[config.mk]
export PLATFORM = sky130hd
export DESIGN_NAME = classic_timer_counters
export DESIGN_NICKNAME = d
export VERILOG_FILES = /design/src/timer_pkg.sv /design/src/classic_timer_counters.sv
export SDC_FILE = /design/constraint.sdc
export NUM_CORES = 1
export LEC_CHECK = 0
export ABC_AREA = 1
export BUFFER_PORTS_ARGS = -buffer_cell sky130_fd_sc_hd__buf_2
export CAP_MARGIN = 15
export CORE_AREA = 2 2 181 183
export DETAILED_ROUTE_END_ITERATION = 12
export DIE_AREA = 0 0 183 185
export SLEW_MARGIN = 10
export SYNTH_ARGS = -nofsm -noshare
export SYNTH_HDL_FRONTEND = slang
export SYNTH_SLANG_ARGS = --single-unit
[constraint.sdc]
create_clock -name core_clk -period 3.3 [get_ports core_clk]
set_clock_uncertainty 0.05 [all_clocks]
set_input_delay 0.99 -clock core_clk [delete_from_list [all_inputs] [get_ports core_clk]]
set_output_delay 0.99 -clock core_clk [all_outputs]
set_load 0.05 [all_outputs]
[src/timer_pkg.sv]
package timer_pkg;

    // ========================================================
    // Register indices
    localparam logic [3:0] ADDR_TIMER01_MODE = 4'h0;
    localparam logic [3:0] ADDR_TIMER01_CONTROL = 4'h1;
    localparam logic [3:0] ADDR_COUNT_LOW_ZERO = 4'h2;
    localparam logic [3:0] ADDR_COUNT_HIGH_ZERO = 4'h3;
    localparam logic [3:0] ADDR_COUNT_LOW_ONE = 4'h4;
    localparam logic [3:0] ADDR_COUNT_HIGH_ONE = 4'h5;
    localparam logic [3:0] ADDR_TIMER2_CONTROL = 4'h6;
    localparam logic [3:0] ADDR_TIMER2_COUNT_LOW = 4'h7;
    localparam logic [3:0] ADDR_TIMER2_COUNT_HIGH = 4'h8;
    localparam logic [3:0] ADDR_CAPTURE_RELOAD_LOW = 4'h9;
    localparam logic [3:0] ADDR_CAPTURE_RELOAD_HIGH = 4'ha;
    localparam logic [3:0] ADDR_SECOND_CLOCK_SELECT = 4'hb;

    // ========================================================
    // Field positions
    localparam int MODE_GATE_ONE = 7;
    localparam int MODE_SELECT_ONE = 6;
    localparam int MODE_BITS_ONE = 4;
    localparam int MODE_GATE_ZERO = 3;
    localparam int MODE_SELECT_ZERO = 2;
    localparam int MODE_BITS_ZERO = 0;
    localparam int CTL_OVERFLOW_ONE = 7;
    localparam int CTL_RUN_ONE = 6;
    localparam int CTL_OVERFLOW_ZERO = 5;
    localparam int CTL_RUN_ZERO = 4;
    localparam int T2_OVERFLOW = 7;
    localparam int T2_EXTERNAL = 6;
    localparam int T2_RECEIVE_SEL = 5;
    localparam int T2_TRANSMIT_SEL = 4;
    localparam int T2_TRIGGER_EN = 3;
    localparam int T2_RUN = 2;
    localparam int T2_SOURCE = 1;
    localparam int T2_CAPTURE_RELOAD = 0;
    localparam int SEL2_RECEIVE = 1;
    localparam int SEL2_TRANSMIT = 0;

    // ========================================================
    // Reset values, masks and timing
    localparam logic [7:0] RESET_BYTE = 8'h00;
    localparam logic [7:0] CONTROL_MASK = 8'hf0;
    localparam logic [7:0] SEL2_MASK = 8'h03;
    localparam int OSC_PER_MACHINE_CYCLE = 12;

    typedef enum logic [1:0] {
        MODE_13BIT = 2'b00,
        MODE_16BIT = 2'b01,
        MODE_RELOAD8 = 2'b10,
        MODE_SPLIT = 2'b11
    } timer_mode_type;

    typedef struct packed {
        logic [3:0] addr;
        logic [7:0] wdata;
        logic wr;
        logic rd;
    } reg_req_type;

    typedef struct packed {
        logic gate_pin_zero;
        logic gate_pin_one;
        logic count_pin_zero;
        logic count_pin_one;
        logic count_pin_two;
        logic timer2_trigger_pin;
    } pins_type;

    typedef struct packed {
        logic [7:0] tl;
        logic [7:0] th;
        logic ovf;
    } step_type;

    typedef struct packed {
        logic [7:0] timer01_mode;
        logic [7:0] timer01_control;
        logic [7:0] count_low_zero;
        logic [7:0] count_high_zero;
        logic [7:0] count_low_one;
        logic [7:0] count_high_one;
        logic [7:0] timer2_control;
        logic [7:0] timer2_count_low;
        logic [7:0] timer2_count_high;
        logic [7:0] capture_reload_low;
        logic [7:0] capture_reload_high;
        logic [1:0] second_sel;
        logic [7:0] div;
        logic prev_zero;
        logic prev_one;
        logic prev_two;
        logic prev_trigger;
        logic [7:0] rd_data;
        logic tick_one;
        logic tick_two;
    } state_type;

endpackage : timer_pkg

[src/classic_timer_counters.sv]
`timescale 1ns/1ps
// Summary of operation
// - Mode 1 timers 0 and 1 chain both bytes into 16 bits, no prescaler.
// - Gate set: timer counts only while run bit set and gate pin high.
// - Gate clear: timer counts whenever its run bit is set.
// - Select bit picks machine cycles when clear, count pin edges when set.
// - Mode 0: high byte plus five low bits as prescaler, 13 bits total.
// - Mode 1: high and low bytes cascade into one 16-bit counter.
// - Mode 2: low byte counts, overflow sets flag, reloads from high byte.
// - Timer 1 in mode 3 holds its count as if stopped.
// - Timer 0 mode 3: low byte is own 8-bit counter with timer 0 controls.
// - Timer 0 mode 3: high byte times cycles, uses timer 1 run and flag.
// - Then timer 1 runs outside mode 3, feeds serial tick, sets no flag.
// - Timer 2 source select bit picks timer or event counter.
// - Capture mode: 16-bit count, overflow sets timer 2 overflow flag.
// - Capture with trigger enable: falling trigger pin copies count to capture.
// - Trigger event sets external flag, an interrupt source like overflow.
// - Auto-reload: rollover sets flag and reloads count from capture pair.
// - Auto-reload with trigger enable: falling trigger forces reload, sets flag.
// - Any receive or transmit clock select puts timer 2 in baud mode.
// - Capture select chooses capture or reload; baud mode forces reload.
// - Timer 2 runs while run bit set; no overflow flag in baud mode.
// - Timer function counts once per machine cycle, twelve clocks.
// - Counter samples pin each machine cycle, counts on high then low.
module classic_timer_counters
    import timer_pkg::*;
#(
    parameter int MC_DIV = OSC_PER_MACHINE_CYCLE
) (
    input wire logic core_clk,
    input wire logic rst_n,
    input wire reg_req_type bus_req,
    input wire pins_type pins,
    output logic [7:0] rd_data,
    output logic serial_tick_one,
    output logic serial_tick_two
);

    // Divider counter is eight bits wide
    if (MC_DIV < 2 || MC_DIV > 256) begin : g_bad_div
        $error("MC_DIV must lie in 2..256");
    end

    localparam logic [7:0] DIV_LAST = 8'(MC_DIV - 1);

    // ========================================================
    // Counting step shared by timers 0 and 1
    function automatic step_type timer_step(input logic [1:0] mode,
                                            input logic [7:0] tl,
                                            input logic [7:0] th,
                                            input logic inc);
        step_type s;
        logic [5:0] lo5;
        logic [8:0] lo8;
        logic [8:0] hi8;
        s.tl = tl;
        s.th = th;
        s.ovf = 1'b0;
        lo5 = 6'd0;
        lo8 = 9'd0;
        hi8 = 9'd0;
        if (inc) begin
            case (mode)
                MODE_13BIT: begin
                    // Upper three low bits left as they are
                    lo5 = {1'b0, tl[4:0]} + 6'd1;
                    s.tl = {tl[7:5], lo5[4:0]};
                    hi8 = {1'b0, th} + {8'h00, lo5[5]};
                    s.th = hi8[7:0];
                    s.ovf = hi8[8];
                end
                MODE_16BIT: begin
                    lo8 = {1'b0, tl} + 9'd1;
                    hi8 = {1'b0, th} + {8'h00, lo8[8]};
                    s.tl = lo8[7:0];
                    s.th = hi8[7:0];
                    s.ovf = hi8[8];
                end
                MODE_RELOAD8: begin
                    lo8 = {1'b0, tl} + 9'd1;
                    s.tl = lo8[8] ? th : lo8[7:0];
                    s.ovf = lo8[8];
                end
                default: begin
                    // Split mode: low byte alone
                    lo8 = {1'b0, tl} + 9'd1;
                    s.tl = lo8[7:0];
                    s.ovf = lo8[8];
                end
            endcase
        end
        return s;
    endfunction : timer_step

    function automatic logic [7:0] read_mux(input state_type s, input logic [3:0] a);
        logic [7:0] v;
        v = 8'h00;
        case (a)
            ADDR_TIMER01_MODE: v = s.timer01_mode;
            ADDR_TIMER01_CONTROL: v = s.timer01_control & CONTROL_MASK;
            ADDR_COUNT_LOW_ZERO: v = s.count_low_zero;
            ADDR_COUNT_HIGH_ZERO: v = s.count_high_zero;
            ADDR_COUNT_LOW_ONE: v = s.count_low_one;
            ADDR_COUNT_HIGH_ONE: v = s.count_high_one;
            ADDR_TIMER2_CONTROL: v = s.timer2_control;
            ADDR_TIMER2_COUNT_LOW: v = s.timer2_count_low;
            ADDR_TIMER2_COUNT_HIGH: v = s.timer2_count_high;
            ADDR_CAPTURE_RELOAD_LOW: v = s.capture_reload_low;
            ADDR_CAPTURE_RELOAD_HIGH: v = s.capture_reload_high;
            ADDR_SECOND_CLOCK_SELECT: v = {6'h00, s.second_sel};
            default: v = 8'h00;
        endcase
        return v;
    endfunction : read_mux

    state_type state_q;
    state_type state_d;

    // ========================================================
    // Next-state logic
    logic mc;
    logic fall_zero;
    logic fall_one;
    logic fall_two;
    logic fall_trigger;
    logic [1:0] mode_zero;
    logic [1:0] mode_one;
    logic split_zero;
    logic run_zero;
    logic run_one;
    logic inc_zero;
    logic inc_one;
    logic inc_high_zero;
    logic [8:0] high_zero_sum;
    logic set_tf0;
    logic set_tf1;
    logic [7:0] t2c;
    logic baud;
    logic inc_two;
    logic [16:0] t2_sum;
    logic t2_ovf;
    logic trigger;
    logic set_tf2;
    logic set_timer2_external_flag;
    logic [15:0] t2_next;
    logic wr_ctl;
    logic wr_t2c;
    step_type s0;
    step_type s1;

    always_comb begin
        state_d = state_q;
        mc = (state_q.div == DIV_LAST);
        state_d.div = mc ? 8'h00 : state_q.div + 8'h01;

        // Pins sampled once per machine cycle
        fall_zero = mc & state_q.prev_zero & ~pins.count_pin_zero;
        fall_one = mc & state_q.prev_one & ~pins.count_pin_one;
        fall_two = mc & state_q.prev_two & ~pins.count_pin_two;
        fall_trigger = mc & state_q.prev_trigger & ~pins.timer2_trigger_pin;
        if (mc) begin
            state_d.prev_zero = pins.count_pin_zero;
            state_d.prev_one = pins.count_pin_one;
            state_d.prev_two = pins.count_pin_two;
            state_d.prev_trigger = pins.timer2_trigger_pin;
        end

        // ----------------------------------------------------
        // Timers 0 and 1
        mode_zero = state_q.timer01_mode[MODE_BITS_ZERO +: 2];
        mode_one = state_q.timer01_mode[MODE_BITS_ONE +: 2];
        split_zero = (mode_zero == MODE_SPLIT);
        run_zero = state_q.timer01_control[CTL_RUN_ZERO]
            & (~state_q.timer01_mode[MODE_GATE_ZERO] | pins.gate_pin_zero);
        run_one = state_q.timer01_control[CTL_RUN_ONE]
            & (~state_q.timer01_mode[MODE_GATE_ONE] | pins.gate_pin_one)
            & (mode_one != MODE_SPLIT);
        inc_zero = run_zero
            & (state_q.timer01_mode[MODE_SELECT_ZERO] ? fall_zero : mc);
        inc_one = run_one
            & (state_q.timer01_mode[MODE_SELECT_ONE] ? fall_one : mc);
        s0 = timer_step(mode_zero, state_q.count_low_zero, state_q.count_high_zero, inc_zero);
        s1 = timer_step(mode_one, state_q.count_low_one, state_q.count_high_one, inc_one);

        // Split high byte takes timer 1 run bit and flag
        inc_high_zero = split_zero & state_q.timer01_control[CTL_RUN_ONE] & mc;
        high_zero_sum = {1'b0, state_q.count_high_zero} + {8'h00, inc_high_zero};
        state_d.count_low_zero = s0.tl;
        state_d.count_high_zero = split_zero ? high_zero_sum[7:0] : s0.th;
        state_d.count_low_one = s1.tl;
        state_d.count_high_one = s1.th;
        set_tf0 = s0.ovf;
        set_tf1 = split_zero ? high_zero_sum[8] : s1.ovf;
        state_d.tick_one = s1.ovf;

        // ----------------------------------------------------
        // Timer 2
        t2c = state_q.timer2_control;
        baud = t2c[T2_RECEIVE_SEL] | t2c[T2_TRANSMIT_SEL]
            | state_q.second_sel[SEL2_RECEIVE] | state_q.second_sel[SEL2_TRANSMIT];
        inc_two = t2c[T2_RUN] & (t2c[T2_SOURCE] ? fall_two : mc);
        t2_sum = {1'b0, state_q.timer2_count_high, state_q.timer2_count_low}
            + {16'h0000, inc_two};
        t2_ovf = t2_sum[16];
        trigger = t2c[T2_TRIGGER_EN] & fall_trigger;
        t2_next = t2_sum[15:0];
        if (t2_ovf && (baud || !t2c[T2_CAPTURE_RELOAD])) begin
            t2_next = {state_q.capture_reload_high, state_q.capture_reload_low};
        end
        if (trigger && !baud && !t2c[T2_CAPTURE_RELOAD]) begin
            t2_next = {state_q.capture_reload_high, state_q.capture_reload_low};
        end
        if (trigger && !baud && t2c[T2_CAPTURE_RELOAD]) begin
            state_d.capture_reload_low = state_q.timer2_count_low;
            state_d.capture_reload_high = state_q.timer2_count_high;
        end
        state_d.timer2_count_low = t2_next[7:0];
        state_d.timer2_count_high = t2_next[15:8];
        set_tf2 = t2_ovf & ~baud;
        set_timer2_external_flag = trigger;
        state_d.tick_two = t2_ovf & baud;

        // ----------------------------------------------------
        // Software writes; count bytes written win over counting
        wr_ctl = bus_req.wr && bus_req.addr == ADDR_TIMER01_CONTROL;
        wr_t2c = bus_req.wr && bus_req.addr == ADDR_TIMER2_CONTROL;
        if (bus_req.wr) begin
            case (bus_req.addr)
                ADDR_TIMER01_MODE: state_d.timer01_mode = bus_req.wdata;
                ADDR_COUNT_LOW_ZERO: state_d.count_low_zero = bus_req.wdata;
                ADDR_COUNT_HIGH_ZERO: state_d.count_high_zero = bus_req.wdata;
                ADDR_COUNT_LOW_ONE: state_d.count_low_one = bus_req.wdata;
                ADDR_COUNT_HIGH_ONE: state_d.count_high_one = bus_req.wdata;
                ADDR_TIMER2_COUNT_LOW: state_d.timer2_count_low = bus_req.wdata;
                ADDR_TIMER2_COUNT_HIGH: state_d.timer2_count_high = bus_req.wdata;
                ADDR_CAPTURE_RELOAD_LOW: state_d.capture_reload_low = bus_req.wdata;
                ADDR_CAPTURE_RELOAD_HIGH: state_d.capture_reload_high = bus_req.wdata;
                ADDR_SECOND_CLOCK_SELECT: state_d.second_sel = bus_req.wdata[1:0];
                default: state_d.second_sel = state_d.second_sel;
            endcase
        end

        // Control bytes: written value, then hardware sets win
        state_d.timer01_control = (wr_ctl ? bus_req.wdata : state_q.timer01_control)
            & CONTROL_MASK;
        state_d.timer01_control[CTL_OVERFLOW_ZERO] =
            state_d.timer01_control[CTL_OVERFLOW_ZERO] | set_tf0;
        state_d.timer01_control[CTL_OVERFLOW_ONE] =
            state_d.timer01_control[CTL_OVERFLOW_ONE] | set_tf1;
        state_d.timer2_control = wr_t2c ? bus_req.wdata : state_q.timer2_control;
        state_d.timer2_control[T2_OVERFLOW] =
            state_d.timer2_control[T2_OVERFLOW] | set_tf2;
        state_d.timer2_control[T2_EXTERNAL] =
            state_d.timer2_control[T2_EXTERNAL] | set_timer2_external_flag;

        // Read data stands one cycle only
        state_d.rd_data = bus_req.rd ? read_mux(state_q, bus_req.addr) : 8'h00;
    end

    // ========================================================
    // State register
    always_ff @(posedge core_clk or negedge rst_n) begin
        if (!rst_n) begin
            state_q <= '0;
        end else begin
            state_q <= state_d;
        end
    end

    assign rd_data = state_q.rd_data;
    assign serial_tick_one = state_q.tick_one;
    assign serial_tick_two = state_q.tick_two;

endmodule : classic_timer_counters

==> flow_summary.yaml, run 1 <==
outcome:
  status: "finished clean"
synthesis:
  synth_top_area_share_pct: 35.7
  yosysWarnings: 0
  syn_nets: 1139
  ys_seq_area_share_pct: 35.7
  synth.avg_cell_area_um2: 6.87
  synth_top_cell_by_area: "dfrtp_1"
  synthTopCellsByArea: "dfrtp_1, nand2_1, nand3_1, inv_1, nor2_1"
  syn-cell-area_um2: 7570
  yosysUniqueCellTypes: 38
  synthArstFlopShare_pct: 100
  ys_ff_latch: 108
  synth_common_cells: "nand2_1, inv_1, nand3_1"
  synth.most_common_cell: "nand2_1"
  synth_edf_count: 0
  syn_inst: 1102
  synth_ff_type: "dfrtp_1"
die:
  fp-row-count: 66
  die_h_um: 185
  dieArea_um2: 33900
  fp.dieW_um: 183
  start_util_pct: 23.6
  fp.coreArea_um2: 32000
  io_pins: 32
critical_path:
  cp.arrival_ns: 3.10
  critPathKind: "reg -> reg"
  crit_top_cell: "ha_1"
  slowest_stage: "dfrtp_1"
  slowest_delay_ns: 0.39
  startpoint_type: "register"
  worstPathRequired_ns: 3.52
  critical_path.max_fanout: 7
  worstPathCellList: "ha_1 -> nand3_4 -> nor2_8 -> inv_1 -> nor2_1 -> ha_1 -> ha_1 -> nand3_2 -> nor2_4 -> nand3_1 -> nand2_2 -> nand2_1 -> nand2_1 -> nand3_1 -> o21ai_1"
  end_kind: "register"
grt:
  antenna_found_initial: 1
  grt.total_usage_pct: 14.9
  grt_pass1_vias: 6891
  grt_pass1_wl_mm: 39.2
  grt_max_degree: 49
  grt_overflow: 0
clocking:
  hold_buffers: 0
  clockBufferDepth: 2
  post_cts_buffers: 0
  cts_root_buffer: "clkbuf_16"
  cts_made_buffers: 9
  clkLatencyLatePin_ns: 0.36
  cts.sink_count: 108
  tritoncts: "done"
  ctsResizeCount: 0
  clkTransAtPathRegs_ns: 0.08
  ctsHtreeMaxLevel: 3
drt:
  met1_length_mm: 11.2
  drt_iter0_drc: 691
  top_layer: "met4"
  dr_wl_met3_mm: 1.25
  wl_met2_mm: 11.8
  drc_errors: 0
  drtAntennaViolNets: 0
  vias: 7534
  vias_per_cell: 4.91
  wl_mm: 24.9
  post_drt_wl_per_cell_um: 16.2
  dr.pass1.iters: 5
place:
  post-dp-hpwl_mm: 18.9
  place.port_buffers: 31
  dpl-instance-area_um2: 8120
  place.gp.congestion: 0.947
pwr:
  ir_drop_v: 0.000328
  clkPwrFrac_pct: 22.7
  power_density_nw_per_um2: 610
  internal-power_mw: 2.93
  p_leak_nw: 4.11
  power_frac_comb_pct: 34.7
  sequentialPowerShare_pct: 42.6
  switching_power_mw: 2.21
  swShare_pct: 43.0
sta:
  timing.fmax_mhz: 346
  setup_tns_ns: 0
  final_hold_viol_count: 0
  min_period_ns: 2.89
  fin_crit_sh_pct: 87.5
  rsz0062_at_grt: "no"
  whs_ns: 0.443
  worstMarginPinSlew_ns: 0.784
  finalSetupViolCount: 0
  slew_headroom_pct: 47.5
  slew_violations: 0
finish:
  final_area_um2: 8430
  nFillCells: 3558
  fin_nets: 1159
  n_antenna_cell: 0
  syn_to_final_growth_pct: 11.3
  drive_gt1_share_pct: 9.58
  multi_input_area_um2: 4080
  regArea_um2: 2700
min_path:
  hold_path_class: "reg -> reg"
flow_run:
  drv_cap: 0
-- cell type report --
class / count / area share (%)
clock buffers: 10 / 2.83
clock inverters: 6 / 0.861
inverters: 154 / 6.86
multi-input cells: 807 / 48.3
flip-flops and latches: 108 / 32.1
well taps: 408 / 6.05
repair buffers: 42 / 3.00
-- placed cells by master, fill, tap and decap left out, types with 2 or more instances in the layout --
master and count:
nand2_1 282, inv_1 140, nand3_1 115, dfrtp_1 108, nor2_1 101, o21ai_0 62
a21oi_1 59, o22ai_1 31, buf_2 30, o21ai_1 23, o211ai_1 22, nor2_4 15
ha_1 15, inv_2 14, xor2_1 13, nand4_1 13, nor3_1 12, nand2_2 11
buf_4 11, clkbuf_16 9, a22oi_1 6, xnor2_1 4, a22o_1 4, nand2_4 3
clkinv_4 3, nor2_2 2, nand3_2 2, o21bai_1 2, o2bb2ai_1 2
-- flip-flops by register name, summed over array words and instances (netlist names) --
register,flops
mode_one,2
t2c,8
rd_data,8
serial_tick_one,1
serial_tick_two,1
state_q,86
mode_zero,2
-- worst paths after layout --
check                      slack [ns]     endpoint  cells after the start        start
max                              0.41  state_q[48]                     15  state_q[14]
min                              0.44  state_q[14]                      1  state_q[14]
max reg2reg                      0.41  state_q[48]                     15  state_q[14]
min reg2reg                      0.44  state_q[14]                      1  state_q[14]
max in group asynchronous        1.87       t2c[3]                      2        rst_n
min in group asynchronous        0.61  state_q[33]                      1        rst_n
-- per-stage QoR --
stage | worst slack (ns) | power (mW) | util [%] | instances
floorplan | 0.622 | 3.39 | - | 1102
global placement | 0.277 | 3.93 | 25.3 | 1519
detailed placement | 0.205 | 3.96 | 25.3 | 1519
CTS | 0.431 | 5.14 | 26.3 | 1535
global route | 0.181 | 5.52 | 26.3 | 1535
finish | 0.412 | 5.14 | 26.3 | 1535
-- power groups by stage --
stage          sequential (mW)  clock, mW  combinational, mW
2_1_floorplan             1.98          0               1.41
6_report                  2.19       1.17               1.79
5_1_grt                   2.25       1.25               2.03
4_1_cts                   2.18       1.18               1.78
3_3_place_gp              2.20          0               1.73
3_5_place_dp              2.21          0               1.76
-- worst max-delay path, delay by kind of cell (launching register included) --
kind	cells	cell delay (ns)
compound gates	1	0.13
buf+inv	1	0.13
fa+ha+maj	3	0.68
simple gates	10	1.38
flops	1	0.39
-- cells by family (layout without fill, tap and decap cells) --
kind of cell,Yosys count,in the layout,synth area share (%)
xor gates and xnor gates,17,17,1.97
buffers and inverters,187,212,10.5
DFF,108,108,35.7
adders and majority gates,15,15,2.48
and+or+nand+nor,562,562,33.4
AOI/OAI and AO/OA,213,213,15.9
-- metal layers --
metal / global-route usage, % / up-vias
li1: - / 3657
met1: 20.2 / 3580
met2: 24.7 / 254
met3: 1.38 / 43
met4: 5.28 / 0
met5: 0 / -
Note: power is estimated with default switching activity, not from simulation.
==> run 2: changes to the inputs <==
clock period = 3.5 ns   (was 3.3 ns; I/O delays follow)
==> run 2 against run 1 <==
Net effect: combinational power down 7%; sequential cell count is the same; routed wire length grew 0.61%; hold slack worse by 0.0035 ns; non-clock buffer count shrank 5; cell area decreased by 0.31%; via count fell by 0.58%; register-to-register slack better by 0.09 ns; worst setup slack better by 0.088 ns; largest cell class unchanged.
==> flow_summary.yaml, run 2 (same netlist as run 1, synthesis figures left out) <==
outcome:
  status: "finished clean"
sta:
  final_hold_viol_count: 0
  worstMarginPinSlew_ns: 0.845
  min_period_ns: 3.00
  timing.fmax_mhz: 333
  whs_ns: 0.439
  rsz0062_at_grt: "no"
  worst_slack_ns: 0.499
  slew_headroom_pct: 43.5
  finalSetupViolCount: 0
  slew_violations: 0
  setup_tns_ns: 0
  fin_crit_sh_pct: 85.7
critical_path:
  cp_top_family: "simple AND/OR/NAND/NOR gates"
  critical_path.max_fanout: 7
  cp_num_buf_inv: 2
  rrSetupSlack_ns: 0.50
  worstPathRequired_ns: 3.73
  critPathKind: "reg -> reg"
  startpoint_type: "register"
  cp.arrival_ns: 3.23
  end_kind: "register"
  crit_top_cell: "ha_1"
  slowest_delay_ns: 0.39
  slowest_stage: "dfrtp_1"
  worstPathCellList: "ha_1 -> nand3_4 -> nor2_8 -> inv_1 -> nor2_1 -> ha_1 -> ha_1 -> nand3_2 -> nor2_4 -> buf_4 -> nand3_1 -> nand2_2 -> nand2_1 -> nand2_1 -> nand3_1 -> o21ai_0"
pwr:
  power_density_nw_per_um2: 576
  total_power_mw: 4.84
  p_leak_nw: 4.09
  ir_drop_v: 0.000232
drt:
  dr.pass1.iters: 5
  vias: 7490
  wl_mm: 25.1
  drt_iter0_drc: 707
  drc_errors: 0
  vias_per_cell: 4.90
  drtAntennaViolNets: 0
  post_drt_wl_per_cell_um: 16.4
place:
  place_worst_setup_slack_ns: 0.192
  place.port_buffers: 31
  post-dp-hpwl_mm: 18.8
  place.gp.congestion: 0.921
clocking:
  cts_root_buffer: "clkbuf_16"
  cts_made_buffers: 9
  hold_buffers: 0
  clkTransAtPathRegs_ns: 0.08
  ctsHtreeMaxLevel: 3
  cts.sink_count: 108
  clkLatencyLatePin_ns: 0.37
  clockBufferDepth: 2
  tritoncts: "done"
  ctsResizeCount: 0
  post_cts_buffers: 0
die:
  die_h_um: 185
  io_pins: 32
  fp-row-count: 66
  dieArea_um2: 33900
  start_util_pct: 23.6
  fp.coreArea_um2: 32000
  fp.dieW_um: 183
grt:
  grt.total_usage_pct: 15.1
  grt_max_degree: 69
  antenna_found_initial: 0
  grt_pass1_wl_mm: 39.7
  grt_pass1_vias: 7033
  grt_overflow: 0
finish:
  final_common_cell: "nand2_1"
  largest_reg_flops: 86
  final_cell_mix: "nand2_1, inv_1, nand3_1"
  nFillCells: 3549
  drive_gt1_share_pct: 9.18
  fin_nets: 1154
  syn_to_final_growth_pct: 11.0
  n_antenna_cell: 0
  top_register: "state_q"
flow_run:
  drv_cap: 0
min_path:
  hold_path_class: "reg -> reg"
[run 2: changes by cell type in the layout (fill, tap and decap cells not counted)]
cell | before | now
inv_8 | 1 | 0
inv_6 | 0 | 1
clkbuf_8 | 1 | 0
clkinv_2 | 1 | 0
buf_4 | 11 | 6
clkinv_8 | 0 | 2
[run 2: per-stage QoR]
step | util [%] | std cells | cell area [um^2]
after global placement | 25.2 | 1514 | 8080
after floorplan | - | 1102 | 7570
after detailed placement | 25.2 | 1514 | 8080
after global routing | 26.2 | 1530 | 8410
final | 26.2 | 1530 | 8410
after CTS | 26.2 | 1530 | 8410
[run 2: layer usage]
layer  share of wire (%)  up-vias  wire, um  GRT usage [%]
met1                  46     3554     11400           20.2
met3                 5.0       46      1260           1.57
met4                 3.5        0       873           6.24
met5                   0        -         0              0
li1                    -     3646         -              -
met2                  46      244     11500           24.7
[run 2: area by class of cell]
class | count | area [um^2] | share of cell area, %
multi-input cells | 807 | 4080 | 48.5
flip-flops and latches | 108 | 2700 | 32.2
inverters | 154 | 578 | 6.88
well taps | 408 | 510 | 6.07
clock buffers | 9 | 225 | 2.68
repair buffers | 37 | 215 | 2.56
clock inverters | 7 | 97.6 | 1.16
[run 2: worst paths after layout]
| check | startpoint | to | depth (start not counted) |
|---|---|---|---|
| max | state_q[14] | state_q[53] | 16 |
| min in group asynchronous | rst_n | serial_tick_two | 1 |
| min | state_q[14] | state_q[14] | 1 |
| max in group asynchronous | rst_n | state_q[68] | 2 |
| max reg2reg | state_q[14] | state_q[53] | 16 |
| min reg2reg | state_q[14] | state_q[14] | 1 |
[run 2: where the power goes]
part / total, mW / leakage, nW / switching [mW] / internal [mW]
logic: 1.67 / 2.61 / 1.09 / 0.587
clock network: 1.10 / 0.156 / 0.529 / 0.575
registers: 2.06 / 1.33 / 0.477 / 1.59
total: 4.84 / 4.09 / 2.09 / 2.75
